$ cat src/shared/cts_pkg.sv
// Package for the capacitive touch scan controller: offsets, fields, resets, timing
package cts_pkg;
   // Register addresses on the special function register port
   localparam logic [7:0] CTS_A_SCAN_GO = 8'h00ca;
   localparam logic [7:0] CTS_A_DRV_CFG = 8'h00cb;
   localparam logic [7:0] CTS_A_CHAN_CFG = 8'h00cc;
   localparam logic [7:0] CTS_A_CNT_CFG = 8'h00cd;
   localparam logic [7:0] CTS_A_RAW_LO = 8'h00ce;
   localparam logic [7:0] CTS_A_RAW_HI = 8'h00cf;
   localparam logic [7:0] CTS_A_PULL_LO = 8'h00d1;
   localparam logic [7:0] CTS_A_ANA_CFG = 8'h00d2;
   localparam logic [7:0] CTS_A_SEN0 = 8'h00d3;
   localparam logic [7:0] CTS_A_SEN1 = 8'h00d4;
   localparam logic [7:0] CTS_A_SEN2 = 8'h00d5;
   localparam logic [7:0] CTS_A_SEN3 = 8'h00d6;
   localparam logic [7:0] CTS_A_IRQ_EN = 8'h00e6;
   localparam logic [7:0] CTS_A_IRQ_FLAG = 8'h00f1;
   localparam logic [7:0] CTS_A_IRQ_PRIO = 8'h00f6;
   localparam logic [7:0] CTS_A_PWR = 8'h00fe;

   // Reset values
   localparam logic [7:0] CTS_R_DRV_CFG = 8'h0000;
   localparam logic [7:0] CTS_R_CHAN_CFG = 8'h0040;
   localparam logic [7:0] CTS_R_CNT_CFG = 8'h0070;
   localparam logic [7:0] CTS_R_ANA_CFG = 8'h002d;
   localparam logic [7:0] CTS_R_PWR = 8'h000f;

   // Writable masks
   localparam logic [7:0] CTS_M_DRV = 8'h007f;
   localparam logic [7:0] CTS_M_CHAN = 8'h007f;
   localparam logic [7:0] CTS_M_CNT = 8'h007f;
   localparam logic [7:0] CTS_M_ANA = 8'h003f;
   localparam logic [7:0] CTS_M_SEN3 = 8'h003f;
   localparam logic [7:0] CTS_M_IRQ = 8'h00fc;
   localparam logic [7:0] CTS_M_PWR = 8'h0007;

   // Field positions
   localparam int CTS_B_GO = 0;
   localparam int CTS_B_DRV_GATE = 6;
   localparam int CTS_B_PULL_MSB = 6;
   localparam int CTS_B_PARALLEL = 5;
   localparam int CTS_B_TOUCH_IRQ = 5;
   localparam int CTS_B_PWR_DOWN = 1;
   localparam int CTS_B_PRECHG = 1;
   localparam int CTS_B_PREDIS = 0;

   // Drive clock select codes
   localparam logic [5:0] CTS_SEL_PRS_NORM = 6'h3e;
   localparam logic [5:0] CTS_SEL_PRS_FLAT = 6'h3f;

   // Timing, in the 40 MHz system clock domain
   localparam int CTS_CLK_MHZ = 40;
   localparam int CTS_PRECHG_SHORT_US = 20;
   localparam int CTS_PRECHG_LONG_US = 40;
   localparam int CTS_PREDIS_SHORT_US = 2;
   localparam int CTS_PREDIS_LONG_US = 10;
   localparam logic [10:0] CTS_PRECHG_SHORT_CYC = 11'(CTS_PRECHG_SHORT_US * CTS_CLK_MHZ);
   localparam logic [10:0] CTS_PRECHG_LONG_CYC = 11'(CTS_PRECHG_LONG_US * CTS_CLK_MHZ);
   localparam logic [10:0] CTS_PREDIS_SHORT_CYC = 11'(CTS_PREDIS_SHORT_US * CTS_CLK_MHZ);
   localparam logic [10:0] CTS_PREDIS_LONG_CYC = 11'(CTS_PREDIS_LONG_US * CTS_CLK_MHZ);

   // Count clock: 48 MHz source divided by 2, 4, 8, 12, approximated by a
   // phase accumulator on the 40 MHz clock (step out of 40 = MHz)
   localparam logic [5:0] CTS_CNT_STEP_24 = 6'h18;
   localparam logic [5:0] CTS_CNT_STEP_12 = 6'h0c;
   localparam logic [5:0] CTS_CNT_STEP_6 = 6'h06;
   localparam logic [5:0] CTS_CNT_STEP_4 = 6'h04;
   localparam logic [5:0] CTS_CNT_MOD = 6'h28;
   localparam int CTS_CNT_BASE_BITS = 9;

   // Pseudo-random drive half-period range, in 48 MHz ticks (8 to 23)
   localparam logic [7:0] CTS_PRS_MIN = 8'h08;
   localparam logic [7:0] CTS_DIV_OFS = 8'h04;
   localparam logic [15:0] CTS_LFSR_SEED = 16'hace1;

   typedef enum logic [3:0] {
      CTS_IDLE = 4'b0001,
      CTS_PREDIS = 4'b0010,
      CTS_PRECHG = 4'b0100,
      CTS_COUNT = 4'b1000
   } cts_state_t;
endpackage

$ cat src/verilog/cts_scan_ctrl.sv
// Capacitive touch scan controller: registers, scan sequencer, drive clock
`timescale 1ns/100ps
`default_nettype none

// Notes on behaviour
// - Writing one starts scan; hardware clears afterwards
// - Clearing trigger mid-scan aborts and resets state
// - Drive gate bit one stops drive clock
// - Codes 0-61 divide 48 MHz by 2(n+4)
// - Codes 62/63 give pseudo-random 1-3 MHz drive
// - Pull-up current code nine bits, msb separate
// - Parallel bit joins enabled channels together
// - Five-bit index picks channel 0 to 29
// - Counter length is width code plus nine
// - Count clock 24, 12, 6 or 4 MHz
// - Pre-charge 20 or 40 microseconds
// - Pre-discharge 2 or 10 microseconds
// - Raw count readable, low then high byte
// - Series resistor codes 4 and 5 only; the register takes any code 0-7 unchecked
// - Threshold code picks eight voltage levels
// - Thirty sensor enable bits connect pins
// - Enable bit gates touch interrupt request
// - Flag bit shows touch interrupt pending
// - Priority bit picks high or low priority
// - Power-down bit holds scanner inoperative
module cts_scan_ctrl
   import cts_pkg::*;
(
   // Clock and reset
   input wire logic clk_sys_i,
   input wire logic resetn_i,
   // Special function register port
   input wire logic sfr_wr_i,
   input wire logic sfr_rd_i,
   input wire logic [7:0] sfr_addr_i,
   input wire logic [7:0] sfr_wdata_i,
   output logic [7:0] sfr_rdata_o,
   // Analog front end
   input wire logic afe_compare_i,
   output logic afe_enable_o,
   output logic afe_drive_clk_o,
   output logic afe_precharge_o,
   output logic afe_predischarge_o,
   output logic afe_count_active_o,
   output logic [8:0] afe_pullup_code_o,
   output logic afe_parallel_o,
   output logic [4:0] afe_channel_o,
   output logic [2:0] afe_resistor_code_o,
   output logic [2:0] afe_threshold_code_o,
   output logic [29:0] afe_sensor_pin_en_o,
   // Interrupt to the core
   output logic irq_touch_o,
   output logic irq_touch_high_prio_o
);

   typedef struct packed {
      cts_state_t state;
      logic scan_go;
      logic [7:0] drv_cfg;
      logic [7:0] chan_cfg;
      logic [7:0] cnt_cfg;
      logic [15:0] raw;
      logic [7:0] pull_lo;
      logic [7:0] ana_cfg;
      logic [29:0] sen;
      logic [7:0] irq_en;
      logic [7:0] irq_flag;
      logic [7:0] irq_prio;
      logic [7:0] pwr;
      logic [10:0] phase_cnt;
      logic [15:0] count;
      logic [5:0] cnt_acc;
      logic [7:0] drv_cnt;
      logic [7:0] drv_period;
      logic drv_clk;
      logic [15:0] lfsr;
      logic [7:0] rdata;
   } cts_regs_t;

   cts_regs_t s_r;
   cts_regs_t s_nxt;

   // Half-period of the drive clock in 48 MHz ticks for a select code
   function automatic logic [7:0] drv_half(input logic [5:0] sel, input logic [15:0] rnd);
      logic [7:0] half;
      half = 8'((8'(sel) + CTS_DIV_OFS));
      if (sel == CTS_SEL_PRS_NORM) begin
         // Sum of three small values: bell-shaped around the centre
         half = CTS_PRS_MIN + 8'(rnd[2:0]) + 8'(rnd[6:4]) + 8'(rnd[9]);
      end else if (sel == CTS_SEL_PRS_FLAT) begin
         half = CTS_PRS_MIN + 8'(rnd[3:0]);
      end
      return half;
   endfunction

   function automatic logic [5:0] cnt_step(input logic [1:0] sel);
      logic [5:0] st;
      unique case (sel)
         2'b00: st = CTS_CNT_STEP_24;
         2'b01: st = CTS_CNT_STEP_12;
         2'b10: st = CTS_CNT_STEP_6;
         2'b11: st = CTS_CNT_STEP_4;
      endcase
      return st;
   endfunction

   logic wr_go;
   logic running;
   logic cnt_tick;
   logic [15:0] cnt_max;
   logic [6:0] acc_sum;
   logic [4:0] width_bits;

   always_comb begin
      s_nxt = s_r;
      wr_go = sfr_wr_i && (sfr_addr_i == CTS_A_SCAN_GO);
      running = (s_r.state != CTS_IDLE);
      width_bits = 5'(s_r.cnt_cfg[6:4]) + 5'(CTS_CNT_BASE_BITS);
      cnt_max = 16'((17'h1_0000 >> (5'd16 - width_bits)) - 17'h0_0001);
      acc_sum = 7'(s_r.cnt_acc) + 7'(cnt_step(s_r.cnt_cfg[3:2]));
      cnt_tick = 1'b0;

      // Register writes
      if (sfr_wr_i) begin
         unique case (sfr_addr_i)
            CTS_A_DRV_CFG: s_nxt.drv_cfg = sfr_wdata_i & CTS_M_DRV;
            CTS_A_CHAN_CFG: s_nxt.chan_cfg = sfr_wdata_i & CTS_M_CHAN;
            CTS_A_CNT_CFG: s_nxt.cnt_cfg = sfr_wdata_i & CTS_M_CNT;
            CTS_A_PULL_LO: s_nxt.pull_lo = sfr_wdata_i;
            CTS_A_ANA_CFG: s_nxt.ana_cfg = sfr_wdata_i & CTS_M_ANA;
            CTS_A_SEN0: s_nxt.sen[7:0] = sfr_wdata_i;
            CTS_A_SEN1: s_nxt.sen[15:8] = sfr_wdata_i;
            CTS_A_SEN2: s_nxt.sen[23:16] = sfr_wdata_i;
            CTS_A_SEN3: s_nxt.sen[29:24] = 6'(sfr_wdata_i & CTS_M_SEN3);
            CTS_A_IRQ_EN: s_nxt.irq_en = sfr_wdata_i & CTS_M_IRQ;
            CTS_A_IRQ_FLAG: s_nxt.irq_flag = sfr_wdata_i & CTS_M_IRQ;
            CTS_A_IRQ_PRIO: s_nxt.irq_prio = sfr_wdata_i & CTS_M_IRQ;
            CTS_A_PWR: s_nxt.pwr = sfr_wdata_i & CTS_M_PWR;
            default: ;
         endcase
      end
      if (wr_go) begin
         s_nxt.scan_go = sfr_wdata_i[CTS_B_GO];
      end

      // Scan sequencer
      s_nxt.lfsr = {s_r.lfsr[14:0], s_r.lfsr[15] ^ s_r.lfsr[13] ^ s_r.lfsr[12] ^ s_r.lfsr[10]};
      unique case (s_r.state)
         CTS_IDLE: begin
            if (wr_go && sfr_wdata_i[CTS_B_GO] && !s_r.pwr[CTS_B_PWR_DOWN]) begin
               s_nxt.state = CTS_PREDIS;
               s_nxt.phase_cnt = s_r.cnt_cfg[CTS_B_PREDIS] ? CTS_PREDIS_LONG_CYC
                                                           : CTS_PREDIS_SHORT_CYC;
            end else if (wr_go && sfr_wdata_i[CTS_B_GO]) begin
               s_nxt.scan_go = 1'b0;
            end
         end
         CTS_PREDIS: begin
            s_nxt.phase_cnt = s_r.phase_cnt - 11'h001;
            if (s_r.phase_cnt == 11'h001) begin
               s_nxt.state = CTS_PRECHG;
               s_nxt.phase_cnt = s_r.cnt_cfg[CTS_B_PRECHG] ? CTS_PRECHG_LONG_CYC
                                                           : CTS_PRECHG_SHORT_CYC;
            end
         end
         CTS_PRECHG: begin
            s_nxt.phase_cnt = s_r.phase_cnt - 11'h001;
            if (s_r.phase_cnt == 11'h001) begin
               s_nxt.state = CTS_COUNT;
               s_nxt.count = 16'h0000;
               s_nxt.cnt_acc = 6'h00;
            end
         end
         CTS_COUNT: begin
            // Count-clock ticks while the comparator reports charging
            if (acc_sum >= 7'(CTS_CNT_MOD)) begin
               s_nxt.cnt_acc = 6'(acc_sum - 7'(CTS_CNT_MOD));
               cnt_tick = 1'b1;
            end else begin
               s_nxt.cnt_acc = 6'(acc_sum);
            end
            if (cnt_tick && afe_compare_i) begin
               s_nxt.count = s_r.count + 16'h0001;
            end
            if (cnt_tick && afe_compare_i && (s_r.count == cnt_max)) begin
               // Completion: result latched, flag set and trigger cleared together
               s_nxt.state = CTS_IDLE;
               s_nxt.raw = s_r.count;
               s_nxt.irq_flag[CTS_B_TOUCH_IRQ] = 1'b1;
               s_nxt.scan_go = 1'b0;
            end
         end
      endcase

      // Abort: trigger cleared or power-down raised mid-scan
      if (running && ((wr_go && !sfr_wdata_i[CTS_B_GO]) || s_r.pwr[CTS_B_PWR_DOWN])) begin
         s_nxt.state = CTS_IDLE;
         s_nxt.scan_go = 1'b0;
         s_nxt.phase_cnt = 11'h000;
         s_nxt.count = 16'h0000;
         s_nxt.cnt_acc = 6'h00;
      end

      // Drive clock: 48 MHz ticks approximated at one per system clock
      if (s_r.drv_cfg[CTS_B_DRV_GATE] || !running) begin
         s_nxt.drv_clk = 1'b0;
         s_nxt.drv_cnt = 8'h00;
         s_nxt.drv_period = drv_half(s_r.drv_cfg[5:0], s_r.lfsr);
      end else if (s_r.drv_cnt + 8'h01 >= s_r.drv_period) begin
         s_nxt.drv_clk = ~s_r.drv_clk;
         s_nxt.drv_cnt = 8'h00;
         s_nxt.drv_period = drv_half(s_r.drv_cfg[5:0], s_r.lfsr);
      end else begin
         s_nxt.drv_cnt = s_r.drv_cnt + 8'h01;
      end

      // Read data register
      s_nxt.rdata = 8'h00;
      if (sfr_rd_i) begin
         unique case (sfr_addr_i)
            CTS_A_SCAN_GO: s_nxt.rdata = {7'h00, s_r.scan_go};
            CTS_A_DRV_CFG: s_nxt.rdata = s_r.drv_cfg;
            CTS_A_CHAN_CFG: s_nxt.rdata = s_r.chan_cfg;
            CTS_A_CNT_CFG: s_nxt.rdata = s_r.cnt_cfg;
            CTS_A_RAW_LO: s_nxt.rdata = s_r.raw[7:0];
            CTS_A_RAW_HI: s_nxt.rdata = s_r.raw[15:8];
            CTS_A_PULL_LO: s_nxt.rdata = s_r.pull_lo;
            CTS_A_ANA_CFG: s_nxt.rdata = s_r.ana_cfg;
            CTS_A_SEN0: s_nxt.rdata = s_r.sen[7:0];
            CTS_A_SEN1: s_nxt.rdata = s_r.sen[15:8];
            CTS_A_SEN2: s_nxt.rdata = s_r.sen[23:16];
            CTS_A_SEN3: s_nxt.rdata = {2'b00, s_r.sen[29:24]};
            CTS_A_IRQ_EN: s_nxt.rdata = s_r.irq_en;
            CTS_A_IRQ_FLAG: s_nxt.rdata = s_r.irq_flag;
            CTS_A_IRQ_PRIO: s_nxt.rdata = s_r.irq_prio;
            CTS_A_PWR: s_nxt.rdata = s_r.pwr;
            default: s_nxt.rdata = 8'h00;
         endcase
      end
   end

   always_ff @(posedge clk_sys_i or negedge resetn_i) begin
      if (!resetn_i) begin
         s_r <= '{state: CTS_IDLE, drv_cfg: CTS_R_DRV_CFG, chan_cfg: CTS_R_CHAN_CFG,
                  cnt_cfg: CTS_R_CNT_CFG, ana_cfg: CTS_R_ANA_CFG, pwr: CTS_R_PWR,
                  lfsr: CTS_LFSR_SEED, default: '0};
      end else begin
         s_r <= s_nxt;
      end
   end

   assign sfr_rdata_o = s_r.rdata;
   assign afe_enable_o = !s_r.pwr[CTS_B_PWR_DOWN];
   assign afe_drive_clk_o = s_r.drv_clk;
   assign afe_precharge_o = (s_r.state == CTS_PRECHG);
   assign afe_predischarge_o = (s_r.state == CTS_PREDIS);
   assign afe_count_active_o = (s_r.state == CTS_COUNT);
   assign afe_pullup_code_o = {s_r.chan_cfg[CTS_B_PULL_MSB], s_r.pull_lo};
   assign afe_parallel_o = s_r.chan_cfg[CTS_B_PARALLEL];
   assign afe_channel_o = s_r.chan_cfg[4:0];
   assign afe_resistor_code_o = s_r.ana_cfg[5:3];
   assign afe_threshold_code_o = s_r.ana_cfg[2:0];
   assign afe_sensor_pin_en_o = s_r.sen;
   assign irq_touch_o = s_r.irq_flag[CTS_B_TOUCH_IRQ] & s_r.irq_en[CTS_B_TOUCH_IRQ];
   assign irq_touch_high_prio_o = s_r.irq_prio[CTS_B_TOUCH_IRQ];

endmodule

`default_nettype wire

$ cat config.mk
export PLATFORM = sky130hd
export DESIGN_NAME = cts_scan_ctrl
export DESIGN_NICKNAME = d
export VERILOG_FILES = /design/src/shared/cts_pkg.sv /design/src/verilog/cts_scan_ctrl.sv
export SDC_FILE = /design/constraint.sdc
export NUM_CORES = 1
export LEC_CHECK = 0
export BUFFER_PORTS_ARGS = -buffer_cell sky130_fd_sc_hd__buf_2
export CAP_MARGIN = 20
export CORE_MARGIN = 3
export CORE_UTILIZATION = 32
export DETAILED_ROUTE_END_ITERATION = 16
export PLACE_DENSITY_LB_ADDON = 0.2
export REMOVE_ABC_BUFFERS = 1
export SETUP_SLACK_MARGIN = 0.1
export SLEW_MARGIN = 40
export SYNTH_ARGS = -nofsm -noshare
export SYNTH_HDL_FRONTEND = slang
export SYNTH_SLANG_ARGS = --single-unit
$ cat constraint.sdc
create_clock -name clk_sys_i -period 7.4 [get_ports clk_sys_i]
set_clock_uncertainty 0.05 [all_clocks]
set_input_delay 0.74 -clock clk_sys_i [delete_from_list [all_inputs] [get_ports clk_sys_i]]
set_output_delay 0.74 -clock clk_sys_i [all_outputs]
set_load 0.01 [all_outputs]
==> out/qor.log, run 1 <==
qor: run_status.status finished, final reports clean
qor: clock_tree.ctsResizeCount 0
qor: critical_path.worstSetupEndpointType flip-flop
qor: clock_tree.clk_latency 430 ps
qor: grt.largest_net_degree_at_the_start_of_global_routing 87
qor: clock_tree.cts_buffers 17
qor: synthesis.yosysTopAreaCellShare 40.3%
qor: sta.fin_worst_hold_slack 291 ps
qor: route.antenna_violating_nets_post_route 0
qor: critical_path.worst-setup-path-type reg2reg
qor: placement.dp.final_hpwl 18.8 mm
qor: die.die_h 182 um
qor: sta.rsz0062_at_grt no
qor: synthesis.async_reset_ff_share 100%
qor: sta.timing.final.setup_violations 0
qor: finish.antenna_cells_inserted 0
qor: placement.placement.setup.worst_slack 3510 ps
qor: sta.finalMaxSlewViolations 0
qor: sta.max_slew.worst_pin.slew 844 ps
qor: clock_tree.number_of_h_tree_branching_levels 4
qor: critical_path.cp.required 7650 ps
qor: die.start_util 32.9%
qor: synthesis.synth.area.top_cells sky130_fd_sc_hd__dfrtp_1, sky130_fd_sc_hd__mux2_1, sky130_fd_sc_hd__dfstp_2
qor: sta.timing.final.crit_period 3840 ps
qor: die.coreArea 30000 um2
qor: clock_tree.cts.hold.buffers_added 0
qor: synthesis.ys_types 74
qor: finish.n_fill_cell 3001
qor: finish.p_r_area_growth_vs_syn 9.75%
qor: critical_path.crit_path_start_kind flip-flop
qor: route.vias_per_cell 5.24
qor: clock_tree.clock_tree.buffer_depth 2
qor: synthesis.ys_dominant_reg_cell sky130_fd_sc_hd__dfrtp_1
qor: critical_path.crit_fanout 19
qor: route.drt_first_iter_violations 554
qor: synthesis.netlist.top_cell.by_area sky130_fd_sc_hd__dfrtp_1
qor: route.drt_wl_total 26.4 mm
qor: clock_tree.cts.clk_slew.worst_paths 80 ps
qor: placement.numPortBuffers 86
qor: clock_tree.post_cts.repair.setup_buffers 0
qor: synthesis.synth.cells.most_frequent sky130_fd_sc_hd__dfrtp_1, sky130_fd_sc_hd__mux2_1, sky130_fd_sc_hd__nand2_1
qor: min_path.min_path_type in2async
qor: die.die_x 182 um
qor: finish.num-nets-final 1003
qor: clock_tree.root_buffer sky130_fd_sc_hd__clkbuf_16
qor: grt.grtUsageTotal 16.1%
qor: die.io-pin-count 87
qor: synthesis.ys_seq_elements 180
qor: synthesis.synth_warnings 0
qor: grt.initial_antenna_violation_count 0
qor: route.post-route-drc-count 0
qor: power_and_ir_drop.p_leak 5.11 nW
qor: sta.final.setup.worst_slack 3560 ps
qor: synthesis.syn_inst 949
qor: sta.report.final.hold_viol_count 0
qor: job.max_cap_viol_count 0
qor: synthesis.seq_total_area_yosys 45.8%
qor: power_and_ir_drop.ir_worst_vdd 0.000150 V
qor: placement.place.gp.congestion 0.806
qor: die.floorplan.rows 63
qor: grt.grt_first_pass_wirelength 42.1 mm
qor: sta.fin_tns_setup 0 ps
qor: sta.maximum_clock_rate 261 MHz
qor: synthesis.syn-mean-instance-area 10.4 um2
qor: route.detail_route.first_pass.iterations 5
qor: synthesis.yosysMostFrequentCell sky130_fd_sc_hd__dfrtp_1
qor: die.die_area 33000 um2
qor: finish.drive_gt1_share 18.9%
qor: synthesis.number_of_enable_type_register_cells_in_the_synthesized_netlist 0
qor: grt.first_global_vias 6902
qor: power_and_ir_drop.total_power_divided_by_cell_area 223 nW/um2
qor: route.post_detailed_route_wirelength_per_cell 19.4 um
qor: sta.worst_slew_margin_rel 43.3%
qor: grt.aggregate_global_routing_overflow 0
qor: clock_tree.cts_tree yes
qor: critical_path.timing.critical_path.arrival 4090 ps
qor: synthesis.synthesis.area 9880 um2
qor: route.num_vias 7133
qor: sta.timing.final.crit_share 51.9%
qor: clock_tree.cts.sinks 180
## sequential cells by signal, summed over array words and instances, names as in the netlist
signal	cells
afe_parallel_o	1
afe_threshold_code_o	3
afe_sensor_pin_en_o	30
afe_channel_o	5
sfr_rdata_o	8
irq_touch_high_prio_o	1
afe_resistor_code_o	3
s_nxt	15
afe_drive_clk_o	1
afe_pullup_code_o	9
s_r	104
## critical path: stages, from the launching register on
cell and delay [ps]:
sky130_fd_sc_hd__dfrtp_1 400, sky130_fd_sc_hd__inv_1 90, sky130_fd_sc_hd__nor2_1 110, sky130_fd_sc_hd__ha_1 200, sky130_fd_sc_hd__inv_1 70, sky130_fd_sc_hd__fa_1 390
sky130_fd_sc_hd__nand2b_1 160, sky130_fd_sc_hd__a21oi_1 170, sky130_fd_sc_hd__xor2_1 470, sky130_fd_sc_hd__o22ai_1 220, sky130_fd_sc_hd__or4_2 1000, sky130_fd_sc_hd__mux2_4 410
## layout make-up
type,count,area [um2],area share [%]
multi-input combinational,624,4610,42.5
inverter,39,146,1.35
tap,390,488,4.50
clock inverter,14,139,1.28
sequential,180,4530,41.8
timing repair buffer,96,509,4.69
clock buffer,18,429,3.96
## per-layer routing
metal | wire length (um) | share of wire [%] | vias to the layer above | GRT usage [%]
li1 | - | - | 3381 | -
met4 | 269 | 1.0 | 0 | 3.26
met2 | 11600 | 44 | 180 | 23.8
met3 | 1230 | 4.7 | 12 | 2.66
met1 | 13200 | 50 | 3560 | 24.7
met5 | 0 | 0 | - | 0
## report_power, final
part           switching (W)  internal (W)  leakage (nW)
sequential         0.0000777       0.00106          2.38
clock               0.000438      0.000449         0.270
combinational       0.000229      0.000174          2.46
total               0.000744       0.00168          5.11
## metrics by stage
step | util [%] | total power (W) | cells | cell area, um2
after detailed placement | 34.2 | 0.00156 | 1328 | 10300
after global placement | 34.1 | 0.00155 | 1327 | 10200
final | 36.1 | 0.00242 | 1361 | 10800
after CTS | 36.1 | 0.00246 | 1360 | 10800
after global routing | 36.1 | 0.00257 | 1361 | 10800
after floorplan | - | 0.00140 | 843 | 9250
## cell families after synthesis
group           synth area share, %
buf+inv                        7.94
simple gates                   14.3
other cells                  0.0379
xor+xnor                       2.04
compound gates                 12.7
flops                          45.8
fa+ha+maj                      3.34
mux                            13.8
## placed cells by master, fill, tap and decap left out, types with 15 or more instances in the layout
| cell type | netlist | routed |
|---|---|---|
| sky130_fd_sc_hd__dfstp_2 | 21 | 21 |
| sky130_fd_sc_hd__mux2_1 | 84 | 84 |
| sky130_fd_sc_hd__nor2_1 | 42 | 40 |
| sky130_fd_sc_hd__nand2_1 | 73 | 73 |
| sky130_fd_sc_hd__clkbuf_16 | 0 | 17 |
| sky130_fd_sc_hd__nand3_1 | 45 | 45 |
| sky130_fd_sc_hd__nand2b_1 | 17 | 17 |
| sky130_fd_sc_hd__ha_1 | 20 | 20 |
| sky130_fd_sc_hd__o21ai_0 | 20 | 20 |
| sky130_fd_sc_hd__nor3_1 | 19 | 19 |
| sky130_fd_sc_hd__buf_2 | 6 | 86 |
| sky130_fd_sc_hd__dfrtp_1 | 159 | 159 |
| sky130_fd_sc_hd__nor2b_1 | 16 | 16 |
| sky130_fd_sc_hd__o21ai_1 | 17 | 17 |
| sky130_fd_sc_hd__a21oi_1 | 32 | 31 |
| sky130_fd_sc_hd__mux2i_1 | 15 | 15 |
| sky130_fd_sc_hd__inv_1 | 35 | 35 |
| sky130_fd_sc_hd__a22oi_1 | 18 | 18 |
## path summary, 6_finish.rpt
| check | start | endpoint | slack (ps) | cells after the start |
|---|---|---|---|---|
| worst max-delay path | s_r[171] | s_r[162] | 3560 | 11 |
| worst min-delay path | resetn_i | s_r[35] | 290 | 1 |
| worst max register to register | s_r[171] | s_r[162] | 3560 | 11 |
| worst min register to register | s_nxt[23] | s_r[23] | 300 | 0 |
| max in group asynchronous | resetn_i | s_r[44] | 5220 | 3 |
| min in group clk_sys_i | s_nxt[23] | s_r[23] | 300 | 0 |
Power figures use the tool's default switching activity.
==> inputs of run 2 (changes only) <==
==> constraint.sdc (replaced) <==
create_clock -name clk_sys_i -period 3.3 [get_ports clk_sys_i]
set_clock_uncertainty 0.05 [all_clocks]
set_input_delay 0.33 -clock clk_sys_i [delete_from_list [all_inputs] [get_ports clk_sys_i]]
set_output_delay 0.33 -clock clk_sys_i [all_outputs]
set_load 0.01 [all_outputs]
==> run 2 against run 1 <==
Effect of this change: sequential share of layout area decreased by 1.4 points; core utilization grew 1.3 points; clock power is 130% higher; clock-buffer cell count fell by 1; combinational power increased by 130%; die area unchanged; sequential power rose by 120%; first-iteration DRC count down 20%; non-clock buffer count rose by 37; largest cell class unchanged.
==> out/qor.log, run 2 (synthesis gave the netlist of run 1 again) <==
qor: run_status.status finished, final reports clean
qor: clock_tree.number_of_h_tree_branching_levels 4
qor: placement.place.gp.congestion 0.832
qor: finish.p_r_area_growth_vs_syn 13.6%
qor: clock_tree.root_buffer sky130_fd_sc_hd__clkbuf_16
qor: finish.n_fill_cell 2954
qor: job.max_cap_viol_count 0
qor: route.vias_per_cell 5.20
qor: finish.antenna_cells_inserted 0
qor: die.die_h 182 um
qor: route.post_detailed_route_wirelength_per_cell 19.3 um
qor: sta.max_slew.worst_pin.slew 806 ps
qor: min_path.hold_path_depth 2
qor: finish.layout.cells.most_common_list sky130_fd_sc_hd__dfrtp_1, sky130_fd_sc_hd__buf_2, sky130_fd_sc_hd__mux2_1, sky130_fd_sc_hd__nand2_1, sky130_fd_sc_hd__nand3_1
qor: critical_path.crit_family simple AND/OR/NAND/NOR gates
qor: min_path.timing.hold.worst_endpoint afe_sensor_pin_en_o[15]
qor: finish.final_cell_area 11200 um2
qor: die.die_area 33000 um2
qor: route.drt_first_iter_violations 443
qor: finish.largest_reg_flops 104
qor: critical_path.crit_fanout 16
qor: finish.drive_gt1_share 22.6%
qor: sta.report.final.hold_viol_count 0
qor: finish.num-nets-final 1040
qor: sta.fin_tns_setup 0 ps
qor: sta.rsz0062_at_grt yes
qor: critical_path.worstSetupEndpointType flip-flop
qor: clock_tree.clock_tree.buffer_depth 2
qor: route.detail_route.first_pass.iterations 5
qor: grt.initial_antenna_violation_count 0
qor: placement.numPlacedInstances 1358
qor: min_path.holdCritStartpoint sfr_wdata_i[7]
qor: clock_tree.cts.clk_slew.worst_paths 80 ps
qor: die.die_x 182 um
qor: route.drt_wl_total 27.0 mm
qor: placement.numPortBuffers 86
qor: grt.grtUsageTotal 16.4%
qor: grt.grt_first_pass_wirelength 43.0 mm
qor: clock_tree.clk_latency 430 ps
qor: critical_path.crit_path_start_kind flip-flop
qor: grt.largest_net_degree_at_the_start_of_global_routing 89
qor: die.coreArea 30000 um2
qor: power_and_ir_drop.p_leak 5.33 nW
qor: sta.finalMaxSlewViolations 0
qor: route.antenna_violating_nets_post_route 0
qor: power_and_ir_drop.ir_worst_vdd 0.000362 V
qor: die.floorplan.rows 63
qor: critical_path.cp_num_buf_inv 1
qor: finish.mostFrequentLayoutCell sky130_fd_sc_hd__dfrtp_1
qor: sta.timing.final.crit_share 95.5%
qor: grt.first_global_vias 7171
qor: route.post-route-drc-count 0
qor: route.num_vias 7267
qor: sta.maximum_clock_rate 317 MHz
qor: critical_path.cpPeakStageDelay 540 ps
qor: critical_path.crit_path_cell_trace or2_4, ha_1, nand3_1, and3_4, or2_2, ha_2, nand4_1, o22ai_1, or4_4, buf_12, mux2_4
qor: critical_path.regToRegEndpoint s_r[165]
qor: critical_path.worst-setup-path-type reg2reg
qor: finish.fin_util 37.4%
qor: power_and_ir_drop.total_power_divided_by_cell_area 491 nW/um2
qor: placement.placedInstanceArea 10500 um2
qor: sta.timing.final.setup_violations 0
qor: critical_path.timing.critical_path.slowest_stage_cell sky130_fd_sc_hd__or4_4
qor: critical_path.worst-r2r-cell-count 11
qor: clock_tree.cts_buffers 17
qor: min_path.min_path_type in2reg
qor: die.io-pin-count 87
qor: critical_path.worst-r2r-setup-slack 150 ps
qor: sta.worst_slew_margin_rel 46.2%
qor: finish.finalNonFillerCells 1398
qor: critical_path.reg2reg_from s_r[170]
qor: critical_path.timing.critical_path.arrival 3410 ps
qor: placement.dp.final_hpwl 19.5 mm
qor: sta.timing.final.crit_period 3150 ps
qor: clock_tree.cts_tree yes
qor: die.start_util 32.9%
qor: clock_tree.cts.sinks 180
qor: finish.top_register_by_number_of_flip_flops s_r
qor: grt.aggregate_global_routing_overflow 0
qor: critical_path.cp.required 3560 ps
==> run 2: changes by cell type in the layout (fill, tap and decap cells not counted), moves of 2 or more <==
cell,before,now
sky130_fd_sc_hd__ha_2,0,3
sky130_fd_sc_hd__clkinvlp_4,3,1
sky130_fd_sc_hd__buf_4,8,41
sky130_fd_sc_hd__ha_1,20,17
sky130_fd_sc_hd__buf_12,0,3
==> run 2: how the worst max path moves through the flow <==
stage	start	cells past startpoint	slack (ps)	to
floorplan	s_r[170]	10	-50	s_r[152]
global placement	s_r[170]	11	110	s_r[161]
detailed placement	s_r[170]	11	70	s_r[162]
CTS	s_r[174]	11	100	s_r[165]
global route	s_r[170]	11	30	s_r[165]
finish	s_r[170]	11	150	s_r[165]
==> run 2: metal layers <==
layer,vias up,wire (um),share of wire [%],global-route usage (%)
met5,-,0,0,0
met3,6,1070,3.9,2.80
met4,0,134,0.50,2.83
li1,3460,-,-,-
met1,3625,13600,50,24.1
met2,176,12300,45,25.6
==> run 2: worst register-to-register path, cell delays in order, from the launching register on <==
cell and delay [ps]:
sky130_fd_sc_hd__dfrtp_1 410, sky130_fd_sc_hd__or2_4 270, sky130_fd_sc_hd__ha_1 290, sky130_fd_sc_hd__nand3_1 110, sky130_fd_sc_hd__and3_4 190, sky130_fd_sc_hd__or2_2 280
sky130_fd_sc_hd__ha_2 190, sky130_fd_sc_hd__nand4_1 120, sky130_fd_sc_hd__o22ai_1 110, sky130_fd_sc_hd__or4_4 540, sky130_fd_sc_hd__buf_12 170, sky130_fd_sc_hd__mux2_4 300
==> run 2: layout make-up <==
| type | count | area [um2] | share of cell area (%) |
|---|---|---|---|
| Clock buffer | 17 | 425 | 3.79 |
| Clock inverter | 15 | 161 | 1.44 |
| Multi-Input combinational cell | 624 | 4620 | 41.1 |
| Tap cell | 390 | 488 | 4.35 |
| Inverter | 39 | 146 | 1.30 |
| Timing Repair Buffer | 133 | 860 | 7.66 |
| Sequential cell | 180 | 4530 | 40.3 |
==> run 2: power by group <==
group	switching, W	internal (W)	total, W	leakage, nW
clock network	0.00102	0.00102	0.00204	0.287
registers	0.000168	0.00237	0.00254	2.38
logic	0.000523	0.000420	0.000942	2.66
==> run 2: per-stage QoR <==
| stage | hold WS, ps | total power, W | setup WS [ps] |
|---|---|---|---|
| 6_report | 182 | 0.00552 | 150 |
| 4_1_cts | 166 | 0.00558 | 100 |
| 5_1_grt | 185 | 0.00584 | 27.1 |
| 3_5_place_dp | 289 | 0.00351 | 70.4 |
| 2_1_floorplan | -15.6 | 0.00314 | -53.6 |
| 3_3_place_gp | 286 | 0.00350 | 105 |
==> run 2: timing repair <==
action                                  in CTS  in global routing
resized for setup                            4                 12
setup buffers                                0                  6
hold buffers                                 1                  0
endpoints found under the setup margin       9                 15
pin swaps                                    1                  4
hold endpoints to repair                    76                  0
